--- config.mk ---
export PLATFORM = sky130hd
export DESIGN_NAME = rfcfg_regs
export DESIGN_NICKNAME = d
export VERILOG_FILES = /design/src/design/rfcfg_regs.v
export VERILOG_INCLUDE_DIRS = /design/src /design/src/design
export SDC_FILE = /design/constraint.sdc
export NUM_CORES = 1
export LEC_CHECK = 0
export BUFFER_PORTS_ARGS = -buffer_cell sky130_fd_sc_hd__buf_4
export CAP_MARGIN = 5
export CORE_MARGIN = 1
export CORE_UTILIZATION = 50
export DETAILED_ROUTE_END_ITERATION = 7
export PLACE_DENSITY = 0.82
export SLEW_MARGIN = 20
export SYNTH_ARGS = -nofsm -noshare
export SYNTH_HDL_FRONTEND = slang
export SYNTH_SLANG_ARGS = --single-unit
--- constraint.sdc ---
create_clock -name i_sys_clk -period 4.3 [get_ports i_sys_clk]
set_clock_uncertainty 0.1 [all_clocks]
set_input_delay 0.86 -clock i_sys_clk [delete_from_list [all_inputs] [get_ports i_sys_clk]]
set_output_delay 0.86 -clock i_sys_clk [all_outputs]
set_load 0.02 [all_outputs]
--- src/design/rfcfg_map.vh ---
`ifndef RFCFG_MAP_VH
`define RFCFG_MAP_VH
// ****************************************
// Register indices
// ****************************************
`define RFCFG_IDX_REG_BIAS 8'h0b
`define RFCFG_IDX_TX_CTRL 8'h0c
`define RFCFG_IDX_PIN_MISC 8'h0d
`define RFCFG_IDX_AUTO_CMD 8'h0f
// ****************************************
// Reset values
// ****************************************
`define RFCFG_RST_REG_BIAS 8'h1b
`define RFCFG_RST_TX_CTRL 8'h02
`define RFCFG_RST_PIN_MISC 8'h80
// ****************************************
// Writable bit masks, reserved bits read zero
// ****************************************
`define RFCFG_WMASK_REG_BIAS 8'hff
`define RFCFG_WMASK_TX_CTRL 8'hef
`define RFCFG_WMASK_PIN_MISC 8'hfc
// ****************************************
// Field positions
// ****************************************
`define RFCFG_BOOST_X4 7
`define RFCFG_BOOST_X2 6
`define RFCFG_AMPV_MSB 5
`define RFCFG_AMPV_LSB 3
`define RFCFG_GENV_MSB 2
`define RFCFG_GENV_LSB 0
`define RFCFG_LO_GAIN 7
`define RFCFG_LO_SRC 6
`define RFCFG_AMP_REG_EN 5
`define RFCFG_MAINPA_MSB 3
`define RFCFG_MAINPA_LSB 2
`define RFCFG_LPRF_MSB 1
`define RFCFG_LPRF_LSB 0
`define RFCFG_FAST_COMM 7
`define RFCFG_FAST_TEST 6
`define RFCFG_PD_SEL 5
`define RFCFG_PD_DESEL 4
`define RFCFG_NMOS_ONLY 3
`define RFCFG_SE_MIX 2
// ****************************************
// Direct command and drop codes
// ****************************************
`define RFCFG_CMD_AUTO_REG 8'ha2
`define RFCFG_DROP_250 3'h1
`define RFCFG_DROP_300 3'h3
`define RFCFG_DROP_350 3'h7
`endif

--- src/design/rfcfg_regs.v ---
`timescale 1ns/10ps
`include "rfcfg_map.vh"
module rfcfg_regs (
    input wire i_sys_clk,
    input wire i_resetn,
    input wire [7:0] i_avs_address,
    input wire i_avs_read,
    input wire i_avs_write,
    input wire [31:0] i_avs_writedata,
    input wire [3:0] i_avs_byteenable,
    output wire [31:0] o_avs_readdata,
    output wire o_avs_waitrequest,
    output wire [1:0] o_avs_response,
    input wire i_chip_select_n,
    input wire i_sdo_driven,
    input wire [2:0] i_measured_drop_code,
    input wire i_drop_settled,
    output reg [2:0] o_gen_supply_code,
    output reg [2:0] o_amp_supply_code,
    output reg o_auto_busy,
    output reg [2:0] o_amp_bias_mult,
    output reg o_lo_gain_6db,
    output reg o_lo_src_predriver,
    output reg o_amp_reg_en,
    output reg [1:0] o_predriver_bias,
    output reg [1:0] o_lowpower_rf_bias,
    output reg o_fast_comm_drivers,
    output reg o_fast_test_drivers,
    output reg o_sdo_pulldown,
    output reg o_nmos_only_drive,
    output reg o_mixer_single_ended
);
    // ****************************************
    // Registers
    // ****************************************
    reg [7:0] regulator_and_amp_bias;
    reg [7:0] rf_output_and_lo_control;
    reg [7:0] pin_driver_and_mixer_misc;
    reg auto_mode;
    reg [1:0] auto_state;
    reg [7:0] rd_word;
    reg rd_ack;
    reg [1:0] rd_resp;
    reg [2:0] next_amp_code;
    reg [2:0] next_gen_code;
    reg [2:0] drop_target_code;
    reg [7:0] next_rd_word;
    wire [7:0] word_idx;
    wire hit_bias;
    wire hit_tx;
    wire hit_misc;
    wire hit_cmd;
    wire hit_any;
    wire wr_lo;
    // ****************************************
    // Pad and field helper terms
    // ****************************************
    wire [1:0] main_amp_field;
    wire [1:0] lowpower_field;
    wire main_amp_on;
    wire pd_selected_term;
    wire pd_deselected_term;
    localparam RESP_OKAY = 2'b00;
    localparam RESP_SLVERR = 2'b10;
    localparam ST_IDLE = 2'd0;
    localparam ST_WAIT = 2'd1;
    localparam ST_DONE = 2'd2;
    // ****************************************
    // Bus decode
    // ****************************************
    // Index times four is the byte address; only the low lane carries data
    assign word_idx = {2'b00, i_avs_address[7:2]};
    assign hit_bias = (word_idx == `RFCFG_IDX_REG_BIAS);
    assign hit_tx = (word_idx == `RFCFG_IDX_TX_CTRL);
    assign hit_misc = (word_idx == `RFCFG_IDX_PIN_MISC);
    assign hit_cmd = (word_idx == `RFCFG_IDX_AUTO_CMD);
    assign hit_any = hit_bias | hit_tx | hit_misc | hit_cmd;
    assign wr_lo = i_avs_write & i_avs_byteenable[0];
    // Writes finish at once; reads wait one cycle for the registered data
    assign o_avs_waitrequest = i_avs_read & ~rd_ack;
    assign o_avs_readdata = {24'h000000, rd_word};
    assign o_avs_response = rd_resp;

    // ****************************************
    // Read path
    // ****************************************
    // Data are picked in the wait cycle so the bus sees a flop output
    always @* begin
        next_rd_word = 8'h00;
        if (hit_bias) begin
            next_rd_word = regulator_and_amp_bias;
        end else if (hit_tx) begin
            next_rd_word = rf_output_and_lo_control;
        end else if (hit_misc) begin
            next_rd_word = pin_driver_and_mixer_misc;
        end else if (hit_cmd) begin
            // Busy flag and the drop class that auto mode aims at
            next_rd_word = {1'b0, drop_target_code, 3'h0, o_auto_busy};
        end
    end

    // Ack alternates so a held read is answered once per two cycles
    always @(posedge i_sys_clk or negedge i_resetn) begin
        if (!i_resetn) begin
            rd_ack <= 1'b0;
        end else begin
            rd_ack <= i_avs_read & ~rd_ack;
        end
    end

    always @(posedge i_sys_clk or negedge i_resetn) begin
        if (!i_resetn) begin
            rd_word <= 8'h00;
            rd_resp <= RESP_OKAY;
        end else if (i_avs_read & ~rd_ack) begin
            rd_word <= next_rd_word;
            rd_resp <= hit_any ? RESP_OKAY : RESP_SLVERR;
        end
    end

    // ****************************************
    // Configuration storage
    // ****************************************
    // Reserved bits are masked so they always read zero
    // Boost and both supply codes, every bit writable
    always @(posedge i_sys_clk or negedge i_resetn) begin
        if (!i_resetn) begin
            regulator_and_amp_bias <= `RFCFG_RST_REG_BIAS;
        end else if (wr_lo & hit_bias) begin
            regulator_and_amp_bias <=
                i_avs_writedata[7:0] & `RFCFG_WMASK_REG_BIAS;
        end
    end

    // Transmit enables, reserved bit 4 masked
    always @(posedge i_sys_clk or negedge i_resetn) begin
        if (!i_resetn) begin
            rf_output_and_lo_control <= `RFCFG_RST_TX_CTRL;
        end else if (wr_lo & hit_tx) begin
            rf_output_and_lo_control <=
                i_avs_writedata[7:0] & `RFCFG_WMASK_TX_CTRL;
        end
    end

    // Pin drivers and mixer, two low bits masked
    always @(posedge i_sys_clk or negedge i_resetn) begin
        if (!i_resetn) begin
            pin_driver_and_mixer_misc <= `RFCFG_RST_PIN_MISC;
        end else if (wr_lo & hit_misc) begin
            pin_driver_and_mixer_misc <=
                i_avs_writedata[7:0] & `RFCFG_WMASK_PIN_MISC;
        end
    end

    // ****************************************
    // Automatic supply setting
    // ****************************************
    // Drop target from the general code; unlisted codes fall to the 300 mV
    // class, the drop the regulators need for correct operation
    always @* begin
        case (regulator_and_amp_bias[`RFCFG_GENV_MSB:`RFCFG_GENV_LSB])
            `RFCFG_DROP_250: drop_target_code = `RFCFG_DROP_250;
            `RFCFG_DROP_350: drop_target_code = `RFCFG_DROP_350;
            default: drop_target_code = `RFCFG_DROP_300;
        endcase
    end

    always @* begin
        next_gen_code =
            regulator_and_amp_bias[`RFCFG_GENV_MSB:`RFCFG_GENV_LSB];
        next_amp_code =
            regulator_and_amp_bias[`RFCFG_AMPV_MSB:`RFCFG_AMPV_LSB];
        if (auto_mode) begin
            // Measured code is the supply code meeting the target drop
            next_gen_code = i_measured_drop_code;
            if (i_measured_drop_code < next_amp_code) begin
                next_amp_code = i_measured_drop_code;
            end
        end
    end

    // Command write of the trigger value starts one adjustment; the analog
    // side reports the settled code, a later manual write drops auto mode
    always @(posedge i_sys_clk or negedge i_resetn) begin
        if (!i_resetn) begin
            auto_state <= ST_IDLE;
            auto_mode <= 1'b0;
            o_auto_busy <= 1'b0;
        end else begin
            case (auto_state)
                ST_IDLE: begin
                    if (wr_lo & hit_cmd &
                        (i_avs_writedata[7:0] == `RFCFG_CMD_AUTO_REG)) begin
                        auto_state <= ST_WAIT;
                        o_auto_busy <= 1'b1;
                    end else if (wr_lo & hit_bias) begin
                        auto_mode <= 1'b0;
                    end
                end
                ST_WAIT: begin
                    if (i_drop_settled) begin
                        auto_state <= ST_DONE;
                        auto_mode <= 1'b1;
                    end
                end
                default: begin
                    auto_state <= ST_IDLE;
                    o_auto_busy <= 1'b0;
                end
            endcase
        end
    end

    // ****************************************
    // Supply code outputs
    // ****************************************
    // Codes pass a flop so the regulators see one clean step
    always @(posedge i_sys_clk or negedge i_resetn) begin
        if (!i_resetn) begin
            o_gen_supply_code <= 3'h3;
            o_amp_supply_code <= 3'h3;
        end else begin
            o_gen_supply_code <= next_gen_code;
            o_amp_supply_code <= next_amp_code;
        end
    end

    // ****************************************
    // Amplifier bias boost
    // ****************************************
    // One-hot multiplier: 1, 2 or 4; both bits set takes the larger
    always @(posedge i_sys_clk or negedge i_resetn) begin
        if (!i_resetn) begin
            o_amp_bias_mult <= 3'h1;
        end else if (regulator_and_amp_bias[`RFCFG_BOOST_X4]) begin
            o_amp_bias_mult <= 3'h4;
        end else if (regulator_and_amp_bias[`RFCFG_BOOST_X2]) begin
            o_amp_bias_mult <= 3'h2;
        end else begin
            o_amp_bias_mult <= 3'h1;
        end
    end

    // ****************************************
    // Local oscillator path
    // ****************************************
    // Gain and source change only between transmissions in normal use
    always @(posedge i_sys_clk or negedge i_resetn) begin
        if (!i_resetn) begin
            o_lo_gain_6db <= 1'b0;
            o_lo_src_predriver <= 1'b0;
        end else begin
            o_lo_gain_6db <=
                rf_output_and_lo_control[`RFCFG_LO_GAIN];
            o_lo_src_predriver <=
                rf_output_and_lo_control[`RFCFG_LO_SRC];
        end
    end

    // ****************************************
    // Amplifier enables
    // ****************************************
    // Regulator follows the main field so the pre-driver is never unfed
    assign main_amp_field = rf_output_and_lo_control[`RFCFG_MAINPA_MSB:
        `RFCFG_MAINPA_LSB];
    assign lowpower_field = rf_output_and_lo_control[`RFCFG_LPRF_MSB:
        `RFCFG_LPRF_LSB];
    assign main_amp_on = |main_amp_field;
    always @(posedge i_sys_clk or negedge i_resetn) begin
        if (!i_resetn) begin
            o_amp_reg_en <= 1'b0;
            o_predriver_bias <= 2'b00;
            o_lowpower_rf_bias <= 2'b10;
        end else begin
            o_amp_reg_en <= rf_output_and_lo_control[`RFCFG_AMP_REG_EN] |
                main_amp_on;
            o_predriver_bias <= main_amp_field;
            o_lowpower_rf_bias <= lowpower_field;
        end
    end

    // ****************************************
    // Pin drivers
    // ****************************************
    // Strength and open drain only steer the pad cells from here
    always @(posedge i_sys_clk or negedge i_resetn) begin
        if (!i_resetn) begin
            o_fast_comm_drivers <= 1'b1;
            o_fast_test_drivers <= 1'b0;
            o_nmos_only_drive <= 1'b0;
        end else begin
            o_fast_comm_drivers <=
                pin_driver_and_mixer_misc[`RFCFG_FAST_COMM];
            o_fast_test_drivers <=
                pin_driver_and_mixer_misc[`RFCFG_FAST_TEST];
            o_nmos_only_drive <=
                pin_driver_and_mixer_misc[`RFCFG_NMOS_ONLY];
        end
    end

    // ****************************************
    // Serial data out pull-down
    // ****************************************
    // Selected pull-down waits until the line is free and releases at the first edge that sees it driven
    assign pd_selected_term = pin_driver_and_mixer_misc[`RFCFG_PD_SEL] &
        ~i_chip_select_n & ~i_sdo_driven;
    assign pd_deselected_term = pin_driver_and_mixer_misc[`RFCFG_PD_DESEL] &
        i_chip_select_n;
    always @(posedge i_sys_clk or negedge i_resetn) begin
        if (!i_resetn) begin
            o_sdo_pulldown <= 1'b0;
        end else begin
            o_sdo_pulldown <= pd_selected_term | pd_deselected_term;
        end
    end

    // ****************************************
    // Mixer input
    // ****************************************
    always @(posedge i_sys_clk or negedge i_resetn) begin
        if (!i_resetn) begin
            o_mixer_single_ended <= 1'b0;
        end else begin
            o_mixer_single_ended <=
                pin_driver_and_mixer_misc[`RFCFG_SE_MIX];
        end
    end
endmodule

---- After elaboration in Yosys (flattened, before gate mapping) ----
Index checks and enable logic that the tools add are counted.
word-level totals
  bits of input ports ..................... 54
  register bits after elaboration ......... 57
  word-level logic and storage cells ...... 80
operators by class
  mux-type cells .......................... 20
  magnitude comparators ................... 1
  eq/ne operators ......................... 12
  bitwise gates (word level) .............. 19
  reduce and logical (&&, ||, !) cells .... 6
operators by type and width
  kind                  number
  $eq A6 B4 Y1 const B  4
  $mux W8               3
  $mux W3               4
  $and A1 B1 Y1         10
  $eq A8 B8 Y1 const B  1
  $mux W2               4
  $ne A2 B2 Y1 const B  4
  $mux W7               1
  $pmux W3 S2           1
  $or A1 B1 Y1          5
  $mux W1               4
  $not A1 Y1            4
  $pmux W1 S2           2
  $pmux W2 S2           1
  $reduce_and A2 Y1     2
  $reduce_and A4 Y1     1
  $eq A3 B1 Y1 const B  1
  $eq A3 B3 Y1 const B  1
  $lt A3 B3 Y1          1
  $eq A2 B1 Y1 const B  1
  $logic_not A2 Y1      1
  $reduce_bool A2 Y1    1
  $reduce_or A2 Y1      1

---- Logic depth before layout (Yosys ltp) ----
  word-level depth ........................ 6
  depth in mapped cells ................... 5
  depth with buffers taken out ............ 5

---- Worst setup path before layout ----
No wires, ideal clock.
  kind .................................... input-to-reg
  start point ............................. input port i_avs_address[6]
  end point ............................... register regulator_and_amp_bias[2]
  data required time ...................... 4075 ps
  arrival time ............................ 2069 ps
  buffers on the path ..................... 1
  slack ................................... 2006 ps
  cell stages on the path ................. 5
  cell sequence ........................... nand4bb_4 -> nor3b_4 -> and3_1 -> buf_6 -> mux2_2
between the ends
  word-level cells in the longest chain between the ends .. 2
ends and longest elaborated chain
  what                           RTL line          source
  from (decl)                    rfcfg_regs.v:6    input wire [7:0] i_avs_address,
  $eq A6 B4 Y1 (no source line)  n/a
  $and A1 B1 Y1                  rfcfg_regs.v:129  end else if (wr_lo & hit_bias) begin
  to (signal assigned)           rfcfg_regs.v:128  regulator_and_amp_bias <= `RFCFG_RST_REG_BIAS;
  to (signal assigned)           rfcfg_regs.v:130  regulator_and_amp_bias <=
  to (decl)                      rfcfg_regs.v:36   reg [7:0] regulator_and_amp_bias;
No other way between the ends.
A chain may end at the register's enable or synchronous reset.

---- Worst setup path in the final report ----
  start point ............................. input port i_avs_read
  end point ............................... output port o_avs_waitrequest
between the ends
  word-level cells in the longest chain between the ends .. 1
ends and longest elaborated chain
  what           RTL line         source
  from (decl)    rfcfg_regs.v:7   input wire i_avs_read,
  $and A1 B1 Y1  rfcfg_regs.v:80  assign o_avs_waitrequest = i_avs_read & ~rd_ack;
  to (decl)      rfcfg_regs.v:12  output wire o_avs_waitrequest,
No other way between the ends.

==> results.py <==
metrics = {
    "outcome": {
        "status": "finished, violations left",
        "violations": "design-rule violations",
    },
    "synth": {
        "async_reset_ff_share_pct": 100,
        "synth-main-ff-cell": "dfrtp_1",
        "synth-edff-count": 0,
        "synth_largest_area_cell": "dfrtp_1",
        "synth_area_leaders": "dfrtp_1 (44%), dfstp_2 (14%), mux2_2 (12%)",
        "yosysMostFrequentCell": "dfrtp_1",
        "synth_cell_types": 41,
        "synth_top_area_share_pct": 43.7,
        "synth-seq-area-share_pct": 57.6,
        "ys_ff_latch": 56,
        "syn_inst": 194,
        "netlist_area_um2": 2460,
        "ys_warn_count": 0,
        "ys_top_cells_by_count": "dfrtp_1 (43), mux2_2 (26), buf_4 (25), dfstp_2 (13), nand2_1 (13)",
        "syn_avg_cell_area_um2": 12.7,
    },
    "critical_path": {
        "crit_type": "in -> out",
        "crit_fanout": 19,
        "path_buf_inv": 3,
        "setup.worst_path.start_class": "input port",
        "rrSetupSlack_ns": 2.61,
        "crit_top_cell": "buf_4",
        "r2r-start": "regulator_and_amp_bias[5]",
        "path_cells": "buf_4 > nand2b_1 > inv_1 > buf_4",
        "crit_arrival_ns": 1.80,
        "required_ns": 3.34,
        "crit-reg2reg-capture": "o_amp_supply_code[0]",
        "crit_family": "buffers and inverters",
        "endpoint_kind": "primary output",
        "ff2ff_path_depth": 5,
        "slowest_delay_ns": 0.45,
        "cp_slowest_cell": "nand2b_1",
    },
    "power": {
        "p_total_mw": 1.05,
        "leakage_nw": 1.44,
        "pwr_density_cell_nw_per_um2": 359,
        "ir_drop_mv": 0.189,
    },
    "placement": {
        "place_area_um2": 2850,
        "place.gp.congestion": 0.807,
        "dp_cells": 312,
        "dpl.hpwl_mm": 3.38,
        "io_buffer_count": 56,
    },
    "global_route": {
        "grt-ovfl-total": 0,
        "antenna_found_initial": 0,
        "grt_pass1_vias": 1507,
        "grt_pass1_wl_mm": 7.59,
        "grt_max_degree": 57,
        "track_usage_pct": 19.8,
    },
    "clocking": {
        "cts_root_buffer": "clkbuf_8",
        "h-tree-depth": 2,
        "clock_path_buffers": 2,
        "cts.repair.resized": 0,
        "clk_latency_ns": 0.31,
        "cts_tree": "yes",
        "cts_setup_buffers": 0,
        "cts.sinks": 56,
        "hold_buffers": 0,
        "clk_pin_slew_ns": 0.08,
        "numCtsBuffers": 5,
    },
    "timing": {
        "rsz0062_at_grt": "false",
        "relSlewSlack_pct": 54.8,
        "finalSetupViolations": 0,
        "post-route-min-period_ns": 2.76,
        "hold_viol_final": 0,
        "worst_slew_pin_slew_ns": 0.679,
        "hold_ws_ns": 0.276,
        "maxSlewViolCount": 0,
        "finalSetupTns_ns": 0,
        "max_freq_ghz": 0.362,
        "min_period_over_period_pct": 64.3,
    },
    "routing": {
        "drc": 3,
        "routed_wire_length_per_instance_um": 14.6,
        "via_per_inst": 5.03,
        "vias": 1609,
        "firstDrtPassIters": 8,
        "initialDrtViolationCount": 186,
        "antenna_left": 0,
        "wl_mm": 4.69,
    },
    "layout": {
        "layout.cells.non_filler": 320,
        "syn_to_final_growth_pct": 19.1,
        "n_antenna_cell": 0,
        "fin_nets": 308,
        "stdcell_area_um2": 2930,
        "drive_gt1_share_pct": 43.1,
    },
    "floorplan": {
        "start_util_pct": 52.1,
        "io_pins": 111,
        "rows": 25,
        "dieWidth_um": 72.2,
        "design.core.area_um2": 4720,
        "dieArea_um2": 5210,
        "die_y_um": 72.2,
    },
    "worst_hold_path": {
        "hold_depth": 0,
        "min_path_type": "reg -> reg",
        "hold_path_end": "o_lowpower_rf_bias[1]",
        "hp-start": "rf_output_and_lo_control[1]",
    },
    "flow_run": {
        "drv_cap": 0,
    },
}
worst register-to-register path: stages (launching register included):
cell,delay [ns]
dfrtp_1,0.39
inv_1,0.11
ha_1,0.25
a211oi_1,0.34
nand2_1,0.14
mux2_2,0.29
report_power, final:
| group | total [mW] | switching (mW) | internal (mW) |
|---|---|---|---|
| Clock | 0.277 | 0.163 | 0.114 |
| Combinational | 0.177 | 0.103 | 0.0737 |
| Sequential | 0.600 | 0.0251 | 0.575 |
| Total | 1.05 | 0.291 | 0.763 |
logic make-up (layout without fill, tap and decap cells):
kind of cell,after synthesis,count (layout),synth area share (%)
compound gates,26,26,7.37
fa+ha+maj,2,2,1.02
buf+inv,37,72,9.81
flops,56,56,57.6
mux,28,28,12.7
other cells,1,25,0.152
simple gates,44,44,11.4
how the worst max path moves through the flow:
stage          slack, ns              from  cells past startpoint                            to
2_1_floorplan       2.01  i_avs_address[6]                      5     regulator_and_amp_bias[2]
3_3_place_gp        1.42  i_avs_address[3]                      5  pin_driver_and_mixer_misc[6]
3_5_place_dp        1.31  i_avs_address[3]                      5  pin_driver_and_mixer_misc[6]
4_1_cts             1.56        i_avs_read                      4             o_avs_waitrequest
5_1_grt             1.45        i_avs_read                      4             o_avs_waitrequest
6_report            1.54        i_avs_read                      4             o_avs_waitrequest
state kept, by name, indices dropped and copies added, names as in the netlist, 2 cells and up:
register	cells
rd_word	8
o_gen_supply_code	3
o_lowpower_rf_bias	2
rf_output_and_lo_control	7
o_amp_supply_code	3
pin_driver_and_mixer_misc	6
o_amp_bias_mult	3
regulator_and_amp_bias	8
auto_state	2
o_predriver_bias	2
metrics by stage:
step	util, %	worst slack, ns
6_report	62.1	1.54
3_3_place_gp	60.2	1.42
5_1_grt	62.1	1.45
4_1_cts	62.1	1.56
2_1_floorplan	-	2.01
3_5_place_dp	60.2	1.31
placed cells by master (no fill, tap or decap), types with 2 or more instances in the layout:
cell type,netlist,final
clkinv_2,0,2
nor3_1,3,3
nor2_1,8,8
dfstp_2,13,13
a21oi_1,3,3
o21ai_0,9,9
nor2b_1,2,2
inv_1,8,8
o31ai_1,2,2
nand2b_1,3,3
buf_4,25,56
nor4_1,3,3
mux2i_1,2,2
dfrtp_1,43,43
mux2_2,26,26
conb_1,1,25
ha_1,2,2
nand2_1,13,13
a222oi_1,4,4
clkbuf_8,0,5
metal layers:
layer / vias up / wire length (um) / global-route usage, %
li1: 749 / - / -
met1: 788 / 2040 / 27.6
met2: 65 / 2230 / 30.3
met3: 7 / 342 / 4.58
met4: 0 / 71 / 7.63
met5: - / 0 / 0
layout make-up:
class | count | area, um^2
multi-input combinational | 125 | 893
tap | 67 | 83.8
sequential | 56 | 1420
fill | 372 | 1790
inverter | 8 | 30.0
clock buffer | 5 | 68.8
clock inverter | 3 | 18.8
timing repair buffer | 56 | 420
(Power assumes the default switching activity.)
